## config.mk

```make
export PLATFORM = sky130hd
export DESIGN_NAME = usart_regs
export DESIGN_NICKNAME = d
export VERILOG_FILES = /design/src/rtl/usart_pkg.sv /design/src/rtl/serial_tx.sv /design/src/rtl/usart_regs.sv
export SDC_FILE = /design/constraint.sdc
export NUM_CORES = 1
export LEC_CHECK = 0
export CAP_MARGIN = 30
export CORE_UTILIZATION = 53
export CTS_CLUSTER_SIZE = 25
export DETAILED_ROUTE_END_ITERATION = 10
export DONT_BUFFER_PORTS = 1
export HOLD_SLACK_MARGIN = 0.15
export PLACE_DENSITY_LB_ADDON = 0.1
export SYNTH_ARGS = -nofsm -noshare
export SYNTH_HDL_FRONTEND = slang
export SYNTH_HIERARCHICAL = 1
export SYNTH_SLANG_ARGS = --single-unit
```

## constraint.sdc

```tcl
create_clock -name mclk_i -period 3.35 [get_ports mclk_i]
set_input_delay 0.1675 -clock mclk_i [delete_from_list [all_inputs] [get_ports mclk_i]]
set_output_delay 0.1675 -clock mclk_i [all_outputs]
set_load 0.05 [all_outputs]
```

## src/rtl/usart_pkg.sv

```systemverilog
package usart_pkg;

	// Register map of the serial transceiver
	localparam logic [7:0] ADDR_STATUS_A = 8'hC0;
	localparam logic [7:0] ADDR_CONTROL_B = 8'hC1;
	localparam logic [7:0] ADDR_FRAME_CFG = 8'hC2;
	localparam logic [7:0] ADDR_BAUD_LOW = 8'hC4;
	localparam logic [7:0] ADDR_BAUD_HIGH = 8'hC5;
	localparam logic [7:0] ADDR_DATA = 8'hC6;

	// Values after reset
	localparam logic [7:0] RST_STATUS_A = 8'h20;
	localparam logic [7:0] RST_CONTROL_B = 8'h00;
	localparam logic [7:0] RST_FRAME_CFG = 8'h06;
	localparam logic [7:0] RST_DATA = 8'h00;
	localparam logic [11:0] RST_BAUD = 12'h000;

	// Bit positions, status register A
	localparam int A_RXC = 7;
	localparam int A_TXC = 6;
	localparam int A_UDRE = 5;
	localparam int A_FE = 4;
	localparam int A_DOR = 3;
	localparam int A_PE = 2;
	localparam int A_U2X = 1;
	localparam int A_MPCM = 0;

	// Bit positions, control register B
	localparam int B_RXCIE = 7;
	localparam int B_TXCIE = 6;
	localparam int B_UDRIE = 5;
	localparam int B_RXEN = 4;
	localparam int B_TXEN = 3;
	localparam int B_SIZE2 = 2;
	localparam int B_RXB8 = 1;
	localparam int B_TXB8 = 0;

	// Bit positions, frame configuration
	localparam int C_STOP = 3;
	localparam int C_POL = 0;

	// Receive FIFO entry layout: status above the nine data bits
	localparam int E_DOR = 11;
	localparam int E_PE = 10;
	localparam int E_FE = 9;
	localparam int E_B8 = 8;

	// Mode and parity encodings
	localparam logic [1:0] MODE_ASYNC = 2'h0;
	localparam logic [1:0] MODE_SYNC = 2'h1;
	localparam logic [1:0] MODE_SPI = 2'h3;
	localparam logic [1:0] PAR_OFF = 2'h0;
	localparam logic [1:0] PAR_EVEN = 2'h2;
	localparam logic [1:0] PAR_ODD = 2'h3;

	// Oversampling counts per bit
	localparam logic [4:0] OS_NORMAL = 5'h10;
	localparam logic [4:0] OS_DOUBLE = 5'h08;

	// Line states, Gray coded along idle-start-data-parity-stop
	typedef enum logic [2:0] {
		LINE_IDLE = 3'h0,
		LINE_START = 3'h1,
		LINE_DATA = 3'h3,
		LINE_PARITY = 3'h2,
		LINE_STOP = 3'h6
	} line_state_t;

	// Character size code to data bit count; reserved codes fall back to eight
	function automatic logic [3:0] char_bits(input logic [2:0] code);
		unique case (code)
			3'h0: char_bits = 4'h5;
			3'h1: char_bits = 4'h6;
			3'h2: char_bits = 4'h7;
			3'h7: char_bits = 4'h9;
			default: char_bits = 4'h8;
		endcase
	endfunction

	// Mask keeping only the low n data bits
	function automatic logic [8:0] data_mask(input logic [3:0] n);
		data_mask = 9'(~(9'h1FF << n));
	endfunction

	// Even parity over the used data bits
	function automatic logic parity_of(input logic [8:0] d, input logic [3:0] n);
		parity_of = ^(d & data_mask(n));
	endfunction

endpackage

```

## src/rtl/serial_tx.sv

```systemverilog
`timescale 1ns/1ns
module serial_tx
	import usart_pkg::*;
(
	input wire logic mclk_i, // System clock
	input wire logic rst_n_i, // Synchronous reset, active low
	input wire logic baud_tick_i, // One pulse per oversample slot
	input wire logic [4:0] os_div_i, // Slots per bit, 16 or 8
	input wire logic [3:0] nbits_i, // Data bits per character
	input wire logic parity_en_i, // Append a parity bit
	input wire logic parity_odd_i, // Odd rather than even parity
	input wire logic two_stop_i, // Send two stop bits
	input wire logic load_valid_i, // Move holding buffer into shifter
	input wire logic [8:0] load_data_i, // Character to send
	output logic load_ready_o, // Shifter empty
	output logic txd_o, // Serial line level
	output logic done_o // Pulse after last stop bit
);

	typedef struct packed {
		line_state_t state;
		logic [8:0] shifter;
		logic [3:0] bits;
		logic [4:0] os;
		logic stop2;
		logic par;
		logic txd;
		logic done;
	} tx_t;

	tx_t s_reg, s_next;
	logic bit_end;

	// A bit ends after os_div slots counted from the load
	assign bit_end = baud_tick_i && (s_reg.os == 5'(os_div_i - 5'h01));
	assign load_ready_o = (s_reg.state == LINE_IDLE);
	assign txd_o = s_reg.txd;
	assign done_o = s_reg.done;

	// Frame sequencing, LSB first
	always_comb begin
		s_next = s_reg;
		s_next.done = 1'b0;
		if (baud_tick_i) begin
			s_next.os = bit_end ? 5'h00 : 5'(s_reg.os + 5'h01);
		end
		unique case (s_reg.state)
			LINE_IDLE: begin
				s_next.txd = 1'b1;
				if (load_valid_i) begin
					// Unused upper bits never reach the line
					s_next.shifter = load_data_i & data_mask(nbits_i);
					s_next.par = parity_of(load_data_i, nbits_i) ^ parity_odd_i;
					s_next.bits = 4'h0;
					s_next.os = 5'h00;
					s_next.txd = 1'b0;
					s_next.state = LINE_START;
				end
			end
			LINE_START: begin
				if (bit_end) begin
					s_next.txd = s_reg.shifter[0];
					s_next.state = LINE_DATA;
				end
			end
			LINE_DATA: begin
				if (bit_end) begin
					s_next.shifter = {1'b0, s_reg.shifter[8:1]};
					s_next.bits = 4'(s_reg.bits + 4'h1);
					if (s_reg.bits == 4'(nbits_i - 4'h1)) begin
						s_next.txd = parity_en_i ? s_reg.par : 1'b1;
						s_next.stop2 = two_stop_i;
						s_next.state = parity_en_i ? LINE_PARITY : LINE_STOP;
					end else begin
						s_next.txd = s_reg.shifter[1];
					end
				end
			end
			LINE_PARITY: begin
				if (bit_end) begin
					s_next.txd = 1'b1;
					s_next.state = LINE_STOP;
				end
			end
			LINE_STOP: begin
				if (bit_end) begin
					if (s_reg.stop2) begin
						s_next.stop2 = 1'b0;
					end else begin
						s_next.done = 1'b1;
						s_next.state = LINE_IDLE;
					end
				end
			end
			default: begin
				s_next.state = LINE_IDLE;
			end
		endcase
	end

	// State register
	always_ff @(posedge mclk_i) begin
		if (!rst_n_i) begin
			s_reg <= '{state: LINE_IDLE, shifter: 9'h000, bits: 4'h0, os: 5'h00,
				stop2: 1'b0, par: 1'b0, txd: 1'b1, done: 1'b0};
		end else begin
			s_reg <= s_next;
		end
	end

endmodule

```

## src/rtl/usart_regs.sv

```systemverilog
// Local design decision: strobed register access.
`timescale 1ns/1ns
// Overview of operation
// - Writes to the data location fill the transmit buffer; reads return receive data.
// - Short characters: transmitter ignores upper bits, receiver returns them as zero.
// - Data writes while the buffer-empty flag is clear are dropped.
// - Enabled transmitter moves buffered data into the empty shifter, then sends it.
// - Two-entry receive FIFO advances on every read of the data location while it holds data.
// - Receive-complete is high while unread data exist; zero after receiver disable.
// - Transmit-complete sets after a frame with no data waiting; ack or write one clears.
// - Buffer-empty flag is one when the buffer can take data, and after reset.
// - Framing error shows a zero first stop bit of the oldest unread character.
// - Overrun sets on a start bit with FIFO full and a character waiting.
// - Parity error shows a failed check of the oldest character, if checking was on.
// - Double speed cuts the asynchronous divisor from 16 to 8; unused in synchronous.
// - Multiprocessor filter drops frames without address information; transmitter unaffected.
// - Each interrupt needs its enable, the global enable and its flag.
// - Receiver enable takes the receive pin; disable flushes the FIFO and error flags.
// - Transmitter enable takes the pin; disable waits until shifter and buffer are empty.
// - Size high bit joins the two low size bits for both directions.
// - In master SPI mode error, speed, filter, size-high and ninth-bit fields do nothing.
// - Frame configuration resets to 0x06.
// - Size codes 000..011 give five to eight bits, 111 gives nine.
// - Mode field: 00 asynchronous, 01 synchronous, 11 master SPI.
// - Parity field: 00 off, 10 even, 11 odd; sender appends, receiver checks.
module usart_regs
	import usart_pkg::*;
(
	input wire logic mclk_i, // System clock
	input wire logic rst_n_i, // Synchronous reset, active low
	input wire logic [7:0] addr_i, // Register address
	input wire logic [7:0] wdata_i, // Write data
	input wire logic wr_i, // Write strobe
	input wire logic rd_i, // Read strobe
	output logic [7:0] rdata_o, // Read data, cycle after strobe
	input wire logic global_irq_en_i, // Processor global interrupt enable
	input wire logic txc_irq_ack_i, // Transmit-complete interrupt taken
	output logic rxc_irq_o, // Receive-complete interrupt
	output logic txc_irq_o, // Transmit-complete interrupt
	output logic udre_irq_o, // Buffer-empty interrupt
	input wire logic rxd_i, // Receive pin level
	output logic rx_pin_owned_o, // Receiver holds the receive pin
	output logic txd_o, // Transmit pin level
	output logic txd_oe_n_o // Transmit pin enable, low while driving
);

	typedef struct packed {
		logic a_txc;
		logic a_u2x;
		logic a_mpcm;
		logic [7:0] ctrl_b;
		logic [7:0] frame_cfg;
		logic [11:0] baud;
		logic [11:0] presc;
		logic [7:0] rdata;
		logic [8:0] tx_buf;
		logic tx_full;
		logic tx_on;
		line_state_t rx_state;
		logic [4:0] rx_os;
		logic [3:0] rx_bits;
		logic [8:0] rx_shift;
		logic rx_par;
		logic [11:0] hold;
		logic hold_full;
		logic [1:0][11:0] fifo;
		logic rd_ptr;
		logic [1:0] cnt;
	} st_t;

	st_t s_reg, s_next;

	logic spi_mode;
	logic async_mode;
	logic [3:0] nbits;
	logic par_en;
	logic par_odd;
	logic [4:0] os_div;
	logic tick;
	logic [11:0] head;
	logic rx_has;
	logic udre;
	logic tx_ready;
	logic tx_go;
	logic tx_done;
	logic [8:0] rx_aligned;
	logic rx_sample;
	logic [4:0] rx_limit;

	// Frame format decode shared by both directions
	assign spi_mode = (s_reg.frame_cfg[7:6] == MODE_SPI);
	assign async_mode = (s_reg.frame_cfg[7:6] == MODE_ASYNC);
	// Size high bit is inert in master SPI, which always moves bytes
	assign nbits = spi_mode ? 4'h8 : char_bits({s_reg.ctrl_b[B_SIZE2], s_reg.frame_cfg[2:1]});
	assign par_en = !spi_mode && (s_reg.frame_cfg[5:4] != PAR_OFF) && s_reg.frame_cfg[5];
	assign par_odd = (s_reg.frame_cfg[5:4] == PAR_ODD);
	// Double speed only applies to asynchronous frames
	assign os_div = (async_mode && s_reg.a_u2x) ? OS_DOUBLE : OS_NORMAL;
	assign tick = (s_reg.presc == 12'h000);

	// Oldest unread entry and flag views
	assign head = s_reg.fifo[s_reg.rd_ptr];
	assign rx_has = (s_reg.cnt != 2'h0);
	assign udre = !s_reg.tx_full;

	// Transmitter hand-off when the shifter is free
	assign tx_go = s_reg.tx_on && s_reg.tx_full && tx_ready;

	// Receive sampling point: mid start bit, then one bit period apart
	assign rx_limit = (s_reg.rx_state == LINE_START) ? 5'((os_div >> 1) - 5'h01) : 5'(os_div - 5'h01);
	assign rx_sample = tick && (s_reg.rx_os == rx_limit);
	// Bits arrive LSB first into the top; shift down to right-align
	assign rx_aligned = 9'(s_reg.rx_shift >> (4'h9 - nbits));

	serial_tx u_tx (
		.mclk_i(mclk_i),
		.rst_n_i(rst_n_i),
		.baud_tick_i(tick),
		.os_div_i(os_div),
		.nbits_i(nbits),
		.parity_en_i(par_en),
		.parity_odd_i(par_odd),
		.two_stop_i(!spi_mode && s_reg.frame_cfg[C_STOP]),
		.load_valid_i(tx_go),
		.load_data_i(s_reg.tx_buf),
		.load_ready_o(tx_ready),
		.txd_o(txd_o),
		.done_o(tx_done)
	);

	// Register, FIFO and receiver next state
	always_comb begin
		s_next = s_reg;
		s_next.rdata = 8'h00;

		// Baud prescaler; writing the low byte restarts it at once
		s_next.presc = tick ? s_reg.baud : 12'(s_reg.presc - 12'h001);

		// Register writes
		if (wr_i) begin
			unique case (addr_i)
				ADDR_STATUS_A: begin
					// Error bits are read-only here
					if (wdata_i[A_TXC]) begin
						s_next.a_txc = 1'b0;
					end
					s_next.a_u2x = wdata_i[A_U2X];
					s_next.a_mpcm = wdata_i[A_MPCM];
				end
				ADDR_CONTROL_B: begin
					// Received ninth bit is not storable
					s_next.ctrl_b = wdata_i & 8'hFD;
					if (wdata_i[B_TXEN]) begin
						s_next.tx_on = 1'b1;
					end
				end
				ADDR_FRAME_CFG: begin
					s_next.frame_cfg = wdata_i;
				end
				ADDR_BAUD_LOW: begin
					s_next.baud = {s_reg.baud[11:8], wdata_i};
					s_next.presc = {s_reg.baud[11:8], wdata_i};
				end
				ADDR_BAUD_HIGH: begin
					s_next.baud = {wdata_i[3:0], s_reg.baud[7:0]};
				end
				ADDR_DATA: begin
					// Full buffer ignores the write, keeping pending data
					if (udre) begin
						s_next.tx_buf = {s_reg.ctrl_b[B_TXB8] && nbits == 4'h9, wdata_i} & data_mask(nbits);
						s_next.tx_full = 1'b1;
					end
				end
				default: begin
				end
			endcase
		end

		// Register reads, answered next cycle
		if (rd_i) begin
			unique case (addr_i)
				ADDR_STATUS_A: begin
					s_next.rdata[A_RXC] = rx_has;
					s_next.rdata[A_TXC] = s_reg.a_txc;
					s_next.rdata[A_UDRE] = udre;
					// Flags follow the oldest entry and vanish in master SPI
					s_next.rdata[A_FE] = rx_has && !spi_mode && head[E_FE];
					s_next.rdata[A_DOR] = rx_has && !spi_mode && head[E_DOR];
					s_next.rdata[A_PE] = rx_has && !spi_mode && head[E_PE];
					s_next.rdata[A_U2X] = s_reg.a_u2x;
					s_next.rdata[A_MPCM] = s_reg.a_mpcm;
				end
				ADDR_CONTROL_B: begin
					s_next.rdata = s_reg.ctrl_b;
					s_next.rdata[B_RXB8] = rx_has && !spi_mode && head[E_B8];
				end
				ADDR_FRAME_CFG: begin
					s_next.rdata = s_reg.frame_cfg;
				end
				ADDR_BAUD_LOW: begin
					s_next.rdata = s_reg.baud[7:0];
				end
				ADDR_BAUD_HIGH: begin
					s_next.rdata = {4'h0, s_reg.baud[11:8]};
				end
				ADDR_DATA: begin
					// A read of this location consumes an entry if one is waiting
					s_next.rdata = head[7:0];
					if (rx_has) begin
						s_next.rd_ptr = !s_reg.rd_ptr;
						s_next.cnt = 2'(s_reg.cnt - 2'h1);
					end
				end
				default: begin
					s_next.rdata = 8'h00;
				end
			endcase
		end

		// Receive line engine
		if (tick) begin
			s_next.rx_os = rx_sample ? 5'h00 : 5'(s_reg.rx_os + 5'h01);
		end
		unique case (s_reg.rx_state)
			LINE_IDLE: begin
				if (!rxd_i) begin
					s_next.rx_os = 5'h00;
					s_next.rx_bits = 4'h0;
					s_next.rx_state = LINE_START;
					// No room anywhere for the character now starting
					if (s_reg.cnt == 2'h2 && s_reg.hold_full) begin
						s_next.hold[E_DOR] = 1'b1;
					end
				end
			end
			LINE_START: begin
				if (rx_sample) begin
					// A high level at mid bit is a glitch, not a start
					s_next.rx_state = rxd_i ? LINE_IDLE : LINE_DATA;
				end
			end
			LINE_DATA: begin
				if (rx_sample) begin
					s_next.rx_shift = {rxd_i, s_reg.rx_shift[8:1]};
					s_next.rx_bits = 4'(s_reg.rx_bits + 4'h1);
					if (s_reg.rx_bits == 4'(nbits - 4'h1)) begin
						s_next.rx_state = par_en ? LINE_PARITY : LINE_STOP;
					end
				end
			end
			LINE_PARITY: begin
				if (rx_sample) begin
					s_next.rx_par = rxd_i;
					s_next.rx_state = LINE_STOP;
				end
			end
			LINE_STOP: begin
				if (rx_sample) begin
					s_next.rx_state = LINE_IDLE;
					// Filter keeps only address frames: ninth bit, or stop bit for short ones
					if (!(s_reg.a_mpcm && !spi_mode && !(nbits == 4'h9 ? rx_aligned[8] : rxd_i))) begin
						if (!s_reg.hold_full) begin
							s_next.hold = {1'b0,
								par_en && (s_reg.rx_par != (parity_of(rx_aligned, nbits) ^ par_odd)),
								!rxd_i,
								rx_aligned};
							s_next.hold_full = 1'b1;
						end
					end
				end
			end
			default: begin
				s_next.rx_state = LINE_IDLE;
			end
		endcase

		// Waiting character drops into the FIFO once there is room
		if (s_next.hold_full && s_next.cnt != 2'h2) begin
			s_next.fifo[s_next.rd_ptr ^ s_next.cnt[0]] = s_next.hold;
			s_next.cnt = 2'(s_next.cnt + 2'h1);
			s_next.hold_full = 1'b0;
			s_next.hold = 12'h000;
		end

		// Receiver off: flush everything, errors with it
		if (!s_reg.ctrl_b[B_RXEN]) begin
			s_next.rx_state = LINE_IDLE;
			s_next.cnt = 2'h0;
			s_next.hold_full = 1'b0;
			s_next.hold = 12'h000;
		end

		// Transmit buffer hand-off and completion
		if (tx_go) begin
			s_next.tx_full = 1'b0;
		end
		if (txc_irq_ack_i) begin
			s_next.a_txc = 1'b0;
		end
		// Setting wins over a same-cycle clear
		if (tx_done && !s_reg.tx_full) begin
			s_next.a_txc = 1'b1;
		end
		// Disable takes hold only when nothing is left to send
		if (!s_next.ctrl_b[B_TXEN] && !s_next.tx_full && tx_ready && !tx_go) begin
			s_next.tx_on = 1'b0;
		end
	end

	// State register; reset values come from the package
	always_ff @(posedge mclk_i) begin
		if (!rst_n_i) begin
			s_reg <= '0;
			s_reg.a_txc <= RST_STATUS_A[A_TXC];
			s_reg.a_u2x <= RST_STATUS_A[A_U2X];
			s_reg.a_mpcm <= RST_STATUS_A[A_MPCM];
			s_reg.ctrl_b <= RST_CONTROL_B;
			s_reg.frame_cfg <= RST_FRAME_CFG;
			s_reg.baud <= RST_BAUD;
			s_reg.presc <= RST_BAUD;
			s_reg.rdata <= RST_DATA;
			s_reg.tx_full <= !RST_STATUS_A[A_UDRE];
			s_reg.rx_state <= LINE_IDLE;
		end else begin
			s_reg <= s_next;
		end
	end

	// Outputs
	assign rdata_o = s_reg.rdata;
	assign rxc_irq_o = s_reg.ctrl_b[B_RXCIE] && global_irq_en_i && rx_has;
	assign txc_irq_o = s_reg.ctrl_b[B_TXCIE] && global_irq_en_i && s_reg.a_txc;
	assign udre_irq_o = s_reg.ctrl_b[B_UDRIE] && global_irq_en_i && udre;
	assign rx_pin_owned_o = s_reg.ctrl_b[B_RXEN];
	assign txd_oe_n_o = !s_reg.tx_on;

endmodule

```

======== After elaboration in Yosys (flattened, before gate mapping) ========
Index checks and enable logic that the tools add are counted.
operators by class
  multipliers ............................. 0
  magnitude comparators ................... 3
  bitwise gates (word level) .............. 12
  mux-type cells .......................... 75
  reduce and logical (&&, ||, !) cells .... 77
  shift-type cells ........................ 2
  divide/modulo/power cells ............... 0
  eq/ne operators ......................... 40
  $add $sub $neg .......................... 11
operators with widths
  cell                  number
  $mux W12              7
  $mux W13              4
  $eq A8 B8 Y1 const B  6
  $pmux W8 S6           1
  $mux W3               15
  $mux W43              1
  $mux W5               8
  $logic_and A1 B1 Y1   30
  $pmux W3 S5           2
  $and A9 B9 Y9         3
  $pmux W13 S2          1
  $bwmux W24            1
  $pmux W12 S2          1
  $reduce_and A3 Y1     8
  $mux W21              1
  $mux W1               20
  $reduce_xor A9 Y1     2
  $mux W16              1
  $mux W8               2
  $ne A2 B2 Y1 const B  8
  $pmux W4 S4           1
  $reduce_and A2 Y1     8
  $eq A3 B2 Y1 const B  5
  $demux W12 S1         1
  41 further kinds      83
word-level totals
  output and inout bits ................... 14
  input bits .............................. 23
  bits in latches ......................... 0
  memory bits (read-only) ................. 0
  bits in writable memories ............... 0
  register bits after elaboration ......... 148
  logic and storage cells ................. 252
  memories kept ........................... 0

======== Depth between registers and ports, before layout ========
  depth in word-level cells ............... 16
  mapped depth ............................ 16
  gate-level depth less buffers ........... 13

======== Modules after synthesis ========
Netlist, hierarchy kept.
modules (own cells, without submodules)
  module      seq. area each (um^2)  instances  area each (um^2)  cells an instance
  usart_regs  2462.4                 1          6411.1            742
  serial_tx   500.5                  1          1755.4            229

======== Worst setup path before layout ========
No wires, ideal clock.
  path kind ............................... reg-to-reg
  start point ............................. register s_reg[115] (netlist name)
  end point ............................... register s_reg[20] (netlist name)
  library setup time ...................... 116 ps
  path slack .............................. -26 ps
  data arrival time ....................... 3259 ps
  clock period less this slack ............ 3376 ps
  stages on the path, launching flop included .. 14
  path through ............................ dfxtp_1 -> buf_2 -> a21oi_1 -> nand2_1 -> ha_1 -> ha_1 -> clkbuf_1 -> nand2_1 -> o311ai_0 -> nand2_1 -> nor4_4 -> mux2_1 -> or3_1 -> o211a_1

==> flow_summary.json <==
{
  "reg2reg_depth": 11,
  "synthToLayoutAreaGrowth_pct": 15.2,
  "status": "complete, no violations",
  "sw_frac_of_total_pct": 26.8,
  "initial_core_util_pct": 53.9,
  "setup-tns-final_ps": 0,
  "cts_tree": "built",
  "setup_viol": 0,
  "die_h_um": 126,
  "fill_cells": 1284,
  "register_area_sq_mm": 0.00297,
  "clock_sinks": 148,
  "wl_um": 22600,
  "cts-root-buf": "clkbuf_16",
  "insertedDiodeCount": 0,
  "critPathKind": "flop to flop",
  "tightest_slew_ps": 884,
  "gp_congestion": 0.889,
  "total_power_mw": 4.50,
  "p_seq_share_pct": 42.0,
  "fin_crit_ps": 3220,
  "cts_made_buffers": 17,
  "pwr-share-comb_pct": 13.3,
  "design.core.area_sq_mm": 0.0151,
  "syn_area_sq_mm": 0.00817,
  "htreeDepth": 4,
  "path_max_fanout": 9,
  "dieArea_sq_mm": 0.0159,
  "finalHoldViolations": 0,
  "layout_common_cells": "144 x dfxtp_1, 135 x nand2_1, 83 x nor2_1, 47 x a21boi_0, 43 x buf_4",
  "fmaxAchievable_ghz": 0.310,
  "place_ws_ps": 99.8,
  "design_area_sq_mm": 0.00941,
  "maxSlewHeadroom_pct": 40.8,
  "synthFlopType": "dfxtp_1",
  "vias_per_cell": 6.05,
  "skew_ps": 7.89,
  "p_clk_share_pct": 44.7,
  "synth_top_family_by_area": "simple AND/OR/NAND/NOR gates",
  "cap_violations": 0,
  "p_int_mw": 3.29,
  "grt_max_degree": 108,
  "grt_pass1_vias": 6907,
  "layout-drive-gt1-share_pct": 12.6,
  "finish.utilization_pct": 62.1,
  "syn_inst": 971,
  "seq_area_frac_synth_pct": 36.3,
  "p_leak_nw": 3.69,
  "fin_crit_sh_pct": 96.2,
  "drt_iter0_drc": 642,
  "clk_pin_slew_ps": 60,
  "startpoint_type": "flop",
  "grt_pass1_wl_um": 36000,
  "synth-simple-area-share_pct": 23.5,
  "largest_register_ffs": 114,
  "min_path_cells": 4,
  "grtUsageTotal_pct": 29.1,
  "ys_seq_elements": 148,
  "antenna_left": 0,
  "yosysUniqueCellTypes": 78,
  "synth_xor_area_share_pct": 5.29,
  "nets": 1040,
  "antenna_found_initial": 0,
  "cts_buffer_depth": 2,
  "synth_compound_area_share_pct": 19.2,
  "drc": 0,
  "placement_rows": 45,
  "async_reset_ff_share_pct": 0,
  "synth_fa_ha_area_share_pct": 2.45,
  "yosys_warnings": 6,
  "power-per-cell-area_mw_per_mm2": 478,
  "die_w_um": 126,
  "synthMuxAreaShare_pct": 7.48,
  "io_pins": 37,
  "grt-ovfl-total": 0,
  "synth_edf_count": 0,
  "drtPass1Iterations": 5,
  "synth_area_per_cell_sq_um": 8.41,
  "fin_ws_ps": 127,
  "final_common_cell": "dfxtp_1",
  "numPortBuffers": 0,
  "p_sw_mw": 1.21,
  "dpl_cell_area_sq_mm": 0.00843,
  "hold_class": "primary input to flop",
  "rsz0062_at_grt": "false",
  "clk_latency_ps": 430,
  "required_ps": 3660,
  "peakVddDrop_uv": 473,
  "dpl.hpwl_um": 15900,
  "crit_arrival_ps": 3540,
  "cp-end-kind": "flop",
  "multiInputGateArea_sq_mm": 0.00483,
  "report.final.slew_viol_count": 0,
  "vias": 7271,
  "wl_per_cell_um": 18.8
}
[cell usage after synthesis, types with 7 or more instances]
library cell	number	area share, %
or3_1	8	0.61
ha_1	16	2.5
nor4_1	10	0.77
a221oi_1	9	0.97
nor3_1	21	1.3
clkbuf_1	39	1.8
xor2_1	22	2.4
buf_4	9	0.83
o211a_1	23	2.8
xnor2_1	22	2.4
and2_1	10	0.77
dfxtp_1	148	36
inv_1	32	1.5
a211oi_1	7	0.64
nand4_1	13	1.0
nand2b_1	10	0.77
nand2_1	136	6.3
mux2i_1	43	5.3
nor2b_1	29	2.2
o211ai_1	13	1.2
a21oi_1	34	2.1
nor2_1	84	3.9
a31oi_1	11	0.84
buf_2	11	0.67
o21ai_0	20	1.2
and3_1	9	0.69
mux2_2	9	1.2
nand3_1	32	2.0
a21boi_0	47	4.3
[logic make-up (layout without fill, tap and decap cells)]
family	after synthesis	after routing
and+or+nand+nor	392	392
AOI/OAI and AO/OA	211	211
DFF	148	148
buffers and inverters	101	136
muxes	56	56
xor gates and xnor gates	46	46
adders and majority gates	16	16
other	1	9
[routing by layer]
layer / GRT usage, % / part of all wire (%)
met1: 35.8 / 43
met2: 48.6 / 48
met3: 6.63 / 5.6
met4: 12.8 / 3.2
met5: 0 / 0
[final timing paths]
path / slack [ps] / to / startpoint
worst min-delay path: 170 / s_reg[110] / addr_i[2]
worst max register to register: 130 / s_reg[25] / s_reg[115]
worst min register to register: 460 / u_tx/s_reg[21] / u_tx/s_reg[21]
worst max-delay path: 130 / s_reg[25] / s_reg[115]
[critical path, stage by stage, from the launching register on]
cell	delay (ps)
dfxtp_1	340
buf_4	180
a21boi_2	180
or3_4	470
buf_2	200
o211ai_1	210
nand3_1	130
mux2i_1	360
xor3_1	540
xor2_2	180
a31oi_4	230
a21oi_1	90
[power groups by stage]
stage	combinational [mW]	sequential (mW)	clock, mW
6_report	0.599	1.89	2.01
2_1_floorplan	0.440	1.91	0
3_5_place_dp	0.537	1.92	0
3_3_place_gp	0.518	1.92	0
5_1_grt	0.674	1.90	2.11
4_1_cts	0.595	1.88	2.04
[stage by stage]
stage	instances	hold WS, ps
final	1202	173
after global routing	1202	177
after CTS	1197	154
after detailed placement	1142	266
after global placement	1142	269
after floorplan	979	312
[area by class of cell]
class	count	area share [%]
timing repair buffer	70	6.66
inverter	34	1.36
sequential	148	31.5
multi-input combinational	730	51.4
clock inverter	15	2.05
tap	188	2.50
clock buffer	17	4.52
[repair_timing]
action | 4_1_cts | 5_1_grt
setup endpoints to repair | 0 | 38
hold endpoints to repair | 138 | 0
hold buffers | 23 | 0
gates resized for setup | 0 | 20
setup buffers | 0 | 5
(Power assumes the default switching activity.)
